<file path="src/rtl/dusp_pkg.sv">
// shared constants, states and carriers for the two-channel serial pin block
// assumes one 20 MHz clock; every user will qualify names with the package
package dusp_pkg;
  localparam int unsigned CLK_PERIOD_NS = 50;
  localparam int unsigned BIT_TIME_NS = 1000;
  // bit time rounded down to whole cycles, never below one
  localparam int unsigned BIT_CYC = (BIT_TIME_NS / CLK_PERIOD_NS < 1) ? 1 :
                                    BIT_TIME_NS / CLK_PERIOD_NS;
  localparam int unsigned DIV_W = 16;
  localparam int unsigned DATA_W = 8;
  localparam int unsigned IDX_W = 3;
  localparam logic [IDX_W-1:0] LAST_IDX = 3'h7;
  localparam logic [1:0] BUF_FULL = 2'h2;
  localparam logic [1:0] BUF_EMPTY = 2'h0;
  localparam logic SER_IDLE = 1'b1;
  localparam logic SER_START = 1'b0;

  typedef enum logic [1:0] {
    DUSP_IDLE = 2'h0,
    DUSP_START = 2'h1,
    DUSP_DATA = 2'h3,
    DUSP_STOP = 2'h2
  } dusp_phase_t;

  typedef struct packed {
    dusp_phase_t phase;
    logic [DIV_W-1:0] div;
    logic [IDX_W-1:0] idx;
    logic [DATA_W-1:0] sh;
    logic ser;
  } dusp_tx_t;

  typedef struct packed {
    dusp_phase_t phase;
    logic [DIV_W-1:0] div;
    logic [IDX_W-1:0] idx;
    logic [DATA_W-1:0] sh;
    logic [DATA_W-1:0] data;
    logic valid;
  } dusp_rx_t;

  typedef struct packed {
    logic [1:0][DATA_W-1:0] buffer;
    logic wp;
    logic rp;
    logic [1:0] cnt;
    dusp_tx_t tx;
    dusp_rx_t rx;
    logic cts_q;
    logic cts_chg;
  } dusp_chan_t;

  typedef struct packed {
    logic rts_auto_en;
    logic cts_auto_en;
    logic cts_irq_en;
    logic cts_chg_clr;
    logic rts_sw;
  } dusp_ctl_t;

  typedef struct packed {
    logic cts_status;
    logic cts_irq;
  } dusp_stat_t;

  typedef struct packed {
    logic pump_off;
  } dusp_top_t;
endpackage : dusp_pkg

</file>
<file path="src/rtl/dusp_top.sv">
// serial pin side of a two-channel uart: framing, flow control, pin muxing
// assumes pins already synchronous to ref_clk_i, which is the crystal clock
`timescale 1ns/10ps

module dusp_chan #(
  parameter int unsigned BIT_CYC = dusp_pkg::BIT_CYC
) (
  input wire logic ref_clk_i,
  input wire logic rst_n_i,
  input wire logic isolate_i,
  input wire dusp_pkg::dusp_ctl_t ctl_i,
  input wire logic [dusp_pkg::DATA_W-1:0] tx_data_i,
  input wire logic tx_valid_i,
  output logic tx_ready_o,
  output logic [dusp_pkg::DATA_W-1:0] rx_data_o,
  output logic rx_valid_o,
  input wire logic rx_ready_i,
  input wire logic serial_rx_i,
  output logic serial_tx_o,
  output logic rts_o,
  input wire logic cts_i,
  output dusp_pkg::dusp_stat_t stat_o
);
  localparam logic [dusp_pkg::DIV_W-1:0] BIT_LD = dusp_pkg::DIV_W'(BIT_CYC - 1);
  localparam logic [dusp_pkg::DIV_W-1:0] HALF_LD =
    dusp_pkg::DIV_W'((BIT_CYC / 2 < 1) ? 0 : BIT_CYC / 2 - 1);
  localparam int BIT_A = BIT_CYC;

  dusp_pkg::dusp_chan_t s_ff;
  dusp_pkg::dusp_chan_t nxt_s;
  logic push;
  logic pop;
  logic take;

  // isolation blocks both host-facing handshakes
  assign tx_ready_o = (s_ff.cnt != dusp_pkg::BUF_FULL) && !isolate_i; // RULE10
  assign rx_valid_o = s_ff.rx.valid && !isolate_i; // RULE10
  assign rx_data_o = s_ff.rx.data;
  assign serial_tx_o = s_ff.tx.ser;
  // auto mode holds off the far end while a word waits unread
  assign rts_o = ctl_i.rts_auto_en ? !s_ff.rx.valid : ctl_i.rts_sw; // RULE7
  // one driver for the whole status carrier: registered pin copy, then masked change flag
  assign stat_o = {s_ff.cts_q, s_ff.cts_chg && ctl_i.cts_irq_en}; // RULE6
  assign push = tx_valid_i && tx_ready_o;
  assign take = rx_valid_o && rx_ready_i;
  // a new character starts only while clear-to-send allows it
  assign pop = (s_ff.tx.phase == dusp_pkg::DUSP_IDLE) && (s_ff.cnt != dusp_pkg::BUF_EMPTY)
               && (!ctl_i.cts_auto_en || cts_i); // RULE6

  always_comb begin
    nxt_s = s_ff;
    if (push) begin
      nxt_s.buffer[s_ff.wp] = tx_data_i;
      nxt_s.wp = !s_ff.wp;
    end
    nxt_s.cnt = s_ff.cnt + 2'(push) - 2'(pop);
    // transmitter
    case (s_ff.tx.phase)
      dusp_pkg::DUSP_IDLE: begin
        nxt_s.tx.ser = dusp_pkg::SER_IDLE; // RULE1
        if (pop) begin
          nxt_s.tx.sh = s_ff.buffer[s_ff.rp];
          nxt_s.rp = !s_ff.rp;
          nxt_s.tx.ser = dusp_pkg::SER_START;
          nxt_s.tx.div = BIT_LD;
          nxt_s.tx.phase = dusp_pkg::DUSP_START;
        end
      end
      dusp_pkg::DUSP_START, dusp_pkg::DUSP_DATA: begin
        if (s_ff.tx.div != '0) begin
          nxt_s.tx.div = s_ff.tx.div - 1'b1;
        end else begin
          nxt_s.tx.div = BIT_LD;
          if (s_ff.tx.phase == dusp_pkg::DUSP_DATA && s_ff.tx.idx == dusp_pkg::LAST_IDX) begin
            nxt_s.tx.ser = dusp_pkg::SER_IDLE;
            nxt_s.tx.phase = dusp_pkg::DUSP_STOP;
          end else begin
            nxt_s.tx.ser = s_ff.tx.sh[0];
            nxt_s.tx.sh = {1'b0, s_ff.tx.sh[dusp_pkg::DATA_W-1:1]};
            nxt_s.tx.idx = (s_ff.tx.phase == dusp_pkg::DUSP_START) ? '0 : s_ff.tx.idx + 1'b1;
            nxt_s.tx.phase = dusp_pkg::DUSP_DATA;
          end
        end
      end
      default: begin
        if (s_ff.tx.div != '0) begin
          nxt_s.tx.div = s_ff.tx.div - 1'b1;
        end else begin
          nxt_s.tx.phase = dusp_pkg::DUSP_IDLE;
        end
      end
    endcase
    // receiver; a read clears, a completing frame sets and wins
    if (take) begin
      nxt_s.rx.valid = 1'b0;
    end
    case (s_ff.rx.phase)
      dusp_pkg::DUSP_IDLE: begin
        if (serial_rx_i == dusp_pkg::SER_START) begin
          nxt_s.rx.div = HALF_LD;
          nxt_s.rx.phase = dusp_pkg::DUSP_START;
        end
      end
      dusp_pkg::DUSP_START: begin
        if (s_ff.rx.div != '0) begin
          nxt_s.rx.div = s_ff.rx.div - 1'b1;
        end else if (serial_rx_i == dusp_pkg::SER_IDLE) begin
          // glitch shorter than half a bit is not a start
          nxt_s.rx.phase = dusp_pkg::DUSP_IDLE;
        end else begin
          nxt_s.rx.div = BIT_LD;
          nxt_s.rx.idx = '0;
          nxt_s.rx.phase = dusp_pkg::DUSP_DATA;
        end
      end
      dusp_pkg::DUSP_DATA: begin
        if (s_ff.rx.div != '0) begin
          nxt_s.rx.div = s_ff.rx.div - 1'b1;
        end else begin
          nxt_s.rx.div = BIT_LD;
          nxt_s.rx.sh = {serial_rx_i, s_ff.rx.sh[dusp_pkg::DATA_W-1:1]};
          nxt_s.rx.idx = s_ff.rx.idx + 1'b1;
          if (s_ff.rx.idx == dusp_pkg::LAST_IDX) begin
            nxt_s.rx.phase = dusp_pkg::DUSP_STOP;
          end
        end
      end
      default: begin
        if (s_ff.rx.div != '0) begin
          nxt_s.rx.div = s_ff.rx.div - 1'b1;
        end else begin
          nxt_s.rx.phase = dusp_pkg::DUSP_IDLE;
          // bad stop bit drops the word; unread words are overwritten
          if (serial_rx_i == dusp_pkg::SER_IDLE) begin
            nxt_s.rx.data = s_ff.rx.sh;
            nxt_s.rx.valid = 1'b1;
          end
        end
      end
    endcase
    // clear-to-send change flag, set wins over clear
    nxt_s.cts_q = cts_i; // RULE6
    if (ctl_i.cts_chg_clr) begin
      nxt_s.cts_chg = 1'b0;
    end
    if (cts_i != s_ff.cts_q) begin
      nxt_s.cts_chg = 1'b1; // RULE6
    end
  end

  always_ff @(posedge ref_clk_i) begin
    if (!rst_n_i) begin
      s_ff <= '0;
      s_ff.tx.ser <= dusp_pkg::SER_IDLE; // RULE1
    end else begin
      s_ff <= nxt_s;
    end
  end
endmodule : dusp_chan

// Notes on behaviour
// RULE1: line transmit sits low in reset and while no character is sent.
// RULE2: far end idles line receive low; unused inputs may float low.
// RULE3: channel B receives from line input when select low, logic input when high.
// RULE4: logic receive pin of channel B is left open when line input used.
// RULE5: software asserts request-to-send before enabling automatic request-to-send.
// RULE6: clear-to-send gates transmit, shows as status and may raise an interrupt.
// RULE7: without automatic flow control, request/clear pins act as general purpose.
// RULE8: channel B transmit stream also drives a logic-level output.
// RULE9: crystal clock drives the block and is buffered out for others.
// RULE10: power-save input isolates the host data interface while asserted.
// RULE11: autosleep input with oscillator stopped switches the charge pump off.
// RULE12: both channels have independent identical signals, except B's receive select; B also has the logic-level transmit and receive pins.
module dusp_top #(
  parameter int unsigned BIT_CYC = dusp_pkg::BIT_CYC
) (
  input wire logic ref_clk_i,
  input wire logic rst_n_i,
  output logic buffered_clock_out_o,
  input wire logic bus_isolate_in_i,
  input wire logic pump_autosleep_in_i,
  input wire logic osc_stopped_i,
  output logic pump_off_o,
  input wire dusp_pkg::dusp_ctl_t chan_a_ctl_i,
  output dusp_pkg::dusp_stat_t chan_a_stat_o,
  input wire logic [dusp_pkg::DATA_W-1:0] chan_a_tx_data_i,
  input wire logic chan_a_tx_valid_i,
  output logic chan_a_tx_ready_o,
  output logic [dusp_pkg::DATA_W-1:0] chan_a_rx_data_o,
  output logic chan_a_rx_valid_o,
  input wire logic chan_a_rx_ready_i,
  output logic chan_a_line_transmit_o,
  input wire logic chan_a_line_receive_i,
  output logic chan_a_request_to_send_out_o,
  input wire logic chan_a_clear_to_send_in_i,
  input wire dusp_pkg::dusp_ctl_t chan_b_ctl_i,
  output dusp_pkg::dusp_stat_t chan_b_stat_o,
  input wire logic [dusp_pkg::DATA_W-1:0] chan_b_tx_data_i,
  input wire logic chan_b_tx_valid_i,
  output logic chan_b_tx_ready_o,
  output logic [dusp_pkg::DATA_W-1:0] chan_b_rx_data_o,
  output logic chan_b_rx_valid_o,
  input wire logic chan_b_rx_ready_i,
  output logic chan_b_line_transmit_o,
  input wire logic chan_b_line_receive_i,
  output logic chan_b_logic_transmit_o,
  input wire logic chan_b_logic_receive_i,
  input wire logic chan_b_receive_source_select_i,
  output logic chan_b_request_to_send_out_o,
  input wire logic chan_b_clear_to_send_in_i
);
  dusp_pkg::dusp_top_t s_ff;
  dusp_pkg::dusp_top_t nxt_s;
  logic ser_tx_a;
  logic ser_tx_b;
  logic ser_rx_a;
  logic ser_rx_b;

  // line pins idle low, logic-level stream idles high
  assign ser_rx_a = !chan_a_line_receive_i;
  assign ser_rx_b = chan_b_receive_source_select_i ? chan_b_logic_receive_i
                                                   : !chan_b_line_receive_i; // RULE3
  assign chan_a_line_transmit_o = !ser_tx_a; // RULE1
  assign chan_b_line_transmit_o = !ser_tx_b; // RULE1
  assign chan_b_logic_transmit_o = ser_tx_b; // RULE8
  // plain wire copy; a real part would use a clock buffer cell here
  assign buffered_clock_out_o = ref_clk_i; // RULE9
  assign pump_off_o = s_ff.pump_off;

  always_comb begin
    nxt_s = s_ff;
    nxt_s.pump_off = pump_autosleep_in_i && osc_stopped_i; // RULE11
  end

  always_ff @(posedge ref_clk_i) begin
    if (!rst_n_i) begin
      s_ff <= '0;
    end else begin
      s_ff <= nxt_s;
    end
  end

  dusp_chan #(.BIT_CYC(BIT_CYC)) u_chan_a ( // RULE12
    .ref_clk_i(ref_clk_i),
    .rst_n_i(rst_n_i),
    .isolate_i(bus_isolate_in_i),
    .ctl_i(chan_a_ctl_i),
    .tx_data_i(chan_a_tx_data_i),
    .tx_valid_i(chan_a_tx_valid_i),
    .tx_ready_o(chan_a_tx_ready_o),
    .rx_data_o(chan_a_rx_data_o),
    .rx_valid_o(chan_a_rx_valid_o),
    .rx_ready_i(chan_a_rx_ready_i),
    .serial_rx_i(ser_rx_a),
    .serial_tx_o(ser_tx_a),
    .rts_o(chan_a_request_to_send_out_o),
    .cts_i(chan_a_clear_to_send_in_i),
    .stat_o(chan_a_stat_o)
  );

  dusp_chan #(.BIT_CYC(BIT_CYC)) u_chan_b ( // RULE12
    .ref_clk_i(ref_clk_i),
    .rst_n_i(rst_n_i),
    .isolate_i(bus_isolate_in_i),
    .ctl_i(chan_b_ctl_i),
    .tx_data_i(chan_b_tx_data_i),
    .tx_valid_i(chan_b_tx_valid_i),
    .tx_ready_o(chan_b_tx_ready_o),
    .rx_data_o(chan_b_rx_data_o),
    .rx_valid_o(chan_b_rx_valid_o),
    .rx_ready_i(chan_b_rx_ready_i),
    .serial_rx_i(ser_rx_b),
    .serial_tx_o(ser_tx_b),
    .rts_o(chan_b_request_to_send_out_o),
    .cts_i(chan_b_clear_to_send_in_i),
    .stat_o(chan_b_stat_o)
  );
endmodule : dusp_top

</file>
<file path="config.mk">
export PLATFORM = sky130hd
export DESIGN_NAME = dusp_top
export DESIGN_NICKNAME = d
export VERILOG_FILES = /design/src/rtl/dusp_pkg.sv /design/src/rtl/dusp_top.sv
export SDC_FILE = /design/constraint.sdc
export NUM_CORES = 1
export LEC_CHECK = 0
export ABC_AREA = 1
export BUFFER_PORTS_ARGS = -buffer_cell sky130_fd_sc_hd__buf_2
export CAP_MARGIN = 25
export CORE_UTILIZATION = 54
export CTS_CLUSTER_DIAMETER = 60
export DETAILED_ROUTE_END_ITERATION = 8
export PLACE_DENSITY = 0.73
export SETUP_SLACK_MARGIN = 0.5
export SYNTH_ARGS = -nofsm -noshare
export SYNTH_HDL_FRONTEND = slang
export SYNTH_SLANG_ARGS = --single-unit
</file>
<file path="constraint.sdc">
create_clock -name ref_clk_i -period 3.8 [get_ports ref_clk_i]
set_input_delay 0.38 -clock ref_clk_i [delete_from_list [all_inputs] [get_ports ref_clk_i]]
set_output_delay 0.38 -clock ref_clk_i [all_outputs]
set_load 0.01 [all_outputs]
</file>
==> flow_summary.ini <==
[place]
post-dp-hpwl_um = 13300
preCtsSetupSlack_ns = 1.41
buffer_ports.inserted = 71
gp_congestion = 0.823

[detailed_routing]
antenna_violating_nets_post_route = 0
detail_route.wirelength_um = 19100
wl_per_cell_um = 11.8
vias = 8228
first_pass_iters = 6
initial_drc_count = 623
met3WireLength_um = 876
maxUsedRoutingLayer = met4
met2RoutedLength_um = 8780
vias_per_cell = 5.07
wl_met1_um = 9170
detail_route.drc_violations = 0

[finish]
diodes = 0
fin_nets = 1454
synthToLayoutAreaGrowth_pct = 11.4
share_of_layout_cells_above_drive_strength_1_pct = 11.0
final.fill_count = 1522

[min_path]
min-delay-path-class = input port to flop

[floorplanning]
placeableCoreArea_um2 = 16100
rows = 46
dieArea_um2 = 17200
chipHeight_um = 131
die_x_um = 131
io-pin-count = 72
start_util_pct = 56.0

[grt]
first_global_vias = 7309
grt_antenna_before_repair = 0
gr-total-overflow = 0
wire_length_of_the_first_global_routing_pass_um = 32600
grt_max_degree = 34
grtUsageTotal_pct = 22.7

[power]
power.share.combinational_pct = 46.2
swShare_pct = 44.6
irDropWorstVdd_mv = 0.414
leakage_nw = 4.60
power.switching_w = 0.00401
power.sequential.fraction_pct = 30.6
p_int_w = 0.00499
power_per_cell_area_nw_per_um2 = 896
clock_network_power_share_pct = 23.2

[setup_path]
required_ns = 3.42
critPathKind = clock port to primary output
worst_path_max_fanout = 2
kind_of_end_point_of_the_critical_path = primary output
start_kind = clock port
worst-endpoint-arrival_ns = 2.27

[timing]
final-max-slew-violation-count = 0
setup_ws_final_ns = 1.15
tns_ns = 0
grt_setup_unrepaired = no
worst_slew_margin_rel_pct = 58.7
worst_pin_slew_ns = 0.619
fin_worst_skew_ns = 0.00721
finalSetupViolations = 0
hold_viol_final = 0

[clock_tree]
cts_tree = built
clkTransAtPathRegs_ns = 0.06
cts_repair_resize_count = 0
cts.hold.buffers_added = 0
clk_latency_ns = 0.54
cts.repair_timing.setup_buffer_count = 0

[synthesis]
syn-cell-area_um2 = 9020
synth.area.top_cells = dfxtp_1 (40%), nand2_1 (15%), a21oi_1 (8.2%), nor2_1 (7.5%), inv_1 (6.5%)
netlist-cell-type-count = 37
netlist_instances = 1354
syn_area_per_cell_um2 = 6.66
yosysWarningCount = 0
ys_seq_elements = 181
post-synth-top-area-cell = dfxtp_1
yosysTopAreaCellShare_pct = 40.2
synth_nets = 1413
synth_sequential_area_ratio_pct = 40.2

[outcome]
run_status = complete, no violations

[job]
max_cap_violations = 0
-- Yosys cell counts --
cell / count
or2_1: 1
a21oi_1: 148
inv_2: 6
clkinv_1: 1
nand3_1: 89
buf_4: 22
xor2_1: 3
nor2_2: 10
o211ai_1: 6
buf_1: 5
and3_1: 1
a21boi_0: 7
a31oi_1: 1
nand2_1: 368
buf_2: 7
nand3b_1: 7
nand3_2: 1
or2_2: 4
ha_1: 18
nor3_2: 1
nand2_2: 13
nand4_1: 14
buf_6: 6
o21ai_1: 4
nor2_4: 1
nand4_2: 2
xnor2_1: 1
clkinv_2: 1
clkbuf_1: 15
o21ai_0: 50
nor2_1: 180
a21oi_2: 4
nand2_4: 4
dfxtp_1: 181
nor3_1: 7
inv_1: 157
o21a_1: 8
-- per-stage QoR --
stage / power, W / hold WS, ns / instance area (um2) / utilization (%) / cells
final: 0.00900 / 0.0390 / 10000 / 62.3 / 1624
after global routing: 0.00983 / 0.0481 / 10000 / 62.3 / 1624
after CTS: 0.00903 / 0.0311 / 10000 / 62.3 / 1624
after detailed placement: 0.00691 / 0.446 / 9320 / 57.8 / 1589
after global placement: 0.00685 / 0.440 / 9320 / 57.8 / 1589
after floorplan: 0.00623 / 0.424 / 9020 / - / 1354
-- cell type report --
cell class,count,area [um2],area share (%)
multi-input combinational,953,4430,44.1
sequential,181,3620,36.1
inverter,165,621,6.18
clock buffer,23,523,5.21
timing repair buffer,73,373,3.71
tap,216,270,2.69
clock inverter,13,204,2.03
-- layout by cell type, fill, tap and decap left out, drive strengths merged --
master / instances
nand2: 385
nor2: 191
dfxtp: 181
inv: 164
a21oi: 152
nand3: 90
buf: 74
o21ai: 54
clkbuf: 22
ha: 18
nand4: 16
o21a: 8
nor3: 8
a21boi: 7
nand3b: 7
o211ai: 6
bufinv: 5
clkinv: 5
or2: 5
clkinvlp: 4
xor2: 3
and3: 1
a31oi: 1
xnor2: 1
-- cells by family (layout without fill, tap and decap cells) --
kind of cell,count (synthesis),in the layout,share of synthesized area (%)
buf+inv,220,274,10.7
flops,181,181,40.2
simple gates,703,703,32.8
fa+ha+maj,18,18,2.50
xor+xnor,4,4,0.389
compound gates,228,228,13.4
-- metal layers --
layer  vias to the layer above  global-route usage (%)
li1                       4365                       -
met1                      3649                    29.2
met2                       185                    37.4
met3                        29                    5.17
met4                         0                    7.52
met5                         -                       0
-- sequential cells by signal, summed over array words and instances (netlist names) --
| signal | flops |
|---|---|
| u_chan_b.serial_tx_o | 1 |
| u_chan_a.s_ff | 80 |
| u_chan_a.serial_tx_o | 1 |
| u_chan_b.s_ff | 80 |
| pump_off_o | 1 |
| u_chan_b.rx_data_o | 8 |
| u_chan_a.stat_o | 1 |
| u_chan_a.rx_data_o | 8 |
| u_chan_b.stat_o | 1 |
-- power by group through the flow --
stage               logic (W)  clock network [W]  registers, W
floorplan             0.00357          0.0000217       0.00264
global placement      0.00406          0.0000159       0.00277
detailed placement    0.00412          0.0000159       0.00278
CTS                   0.00416            0.00212       0.00274
global route          0.00481            0.00221       0.00281
finish                0.00416            0.00209       0.00275
-- critical path: stages --
cell,delay (ns)
clkbuf_16,0.12
clkbuf_16,0.12
buf_2,0.13
-- path summary, 6_finish.rpt --
| check | startpoint | to | slack [ns] | cells after the start |
|---|---|---|---|---|
| worst min-delay path | chan_a_clear_to_send_in_i | u_chan_a.stat_o[1]$_SDFF_PN0_ | 0.04 | 3 |
| worst min register to register | u_chan_a.s_ff[78]$_SDFFE_PN0P_ | u_chan_a.s_ff[78]$_SDFFE_PN0P_ | 0.46 | 2 |
| worst max-delay path | ref_clk_i | buffered_clock_out_o | 1.15 | 3 |
| worst max register to register | u_chan_b.s_ff[68]$_SDFFE_PN0P_ | u_chan_b.s_ff[71]$_SDFF_PN0_ | 1.55 | 11 |
Power figures use the tool's default switching activity.
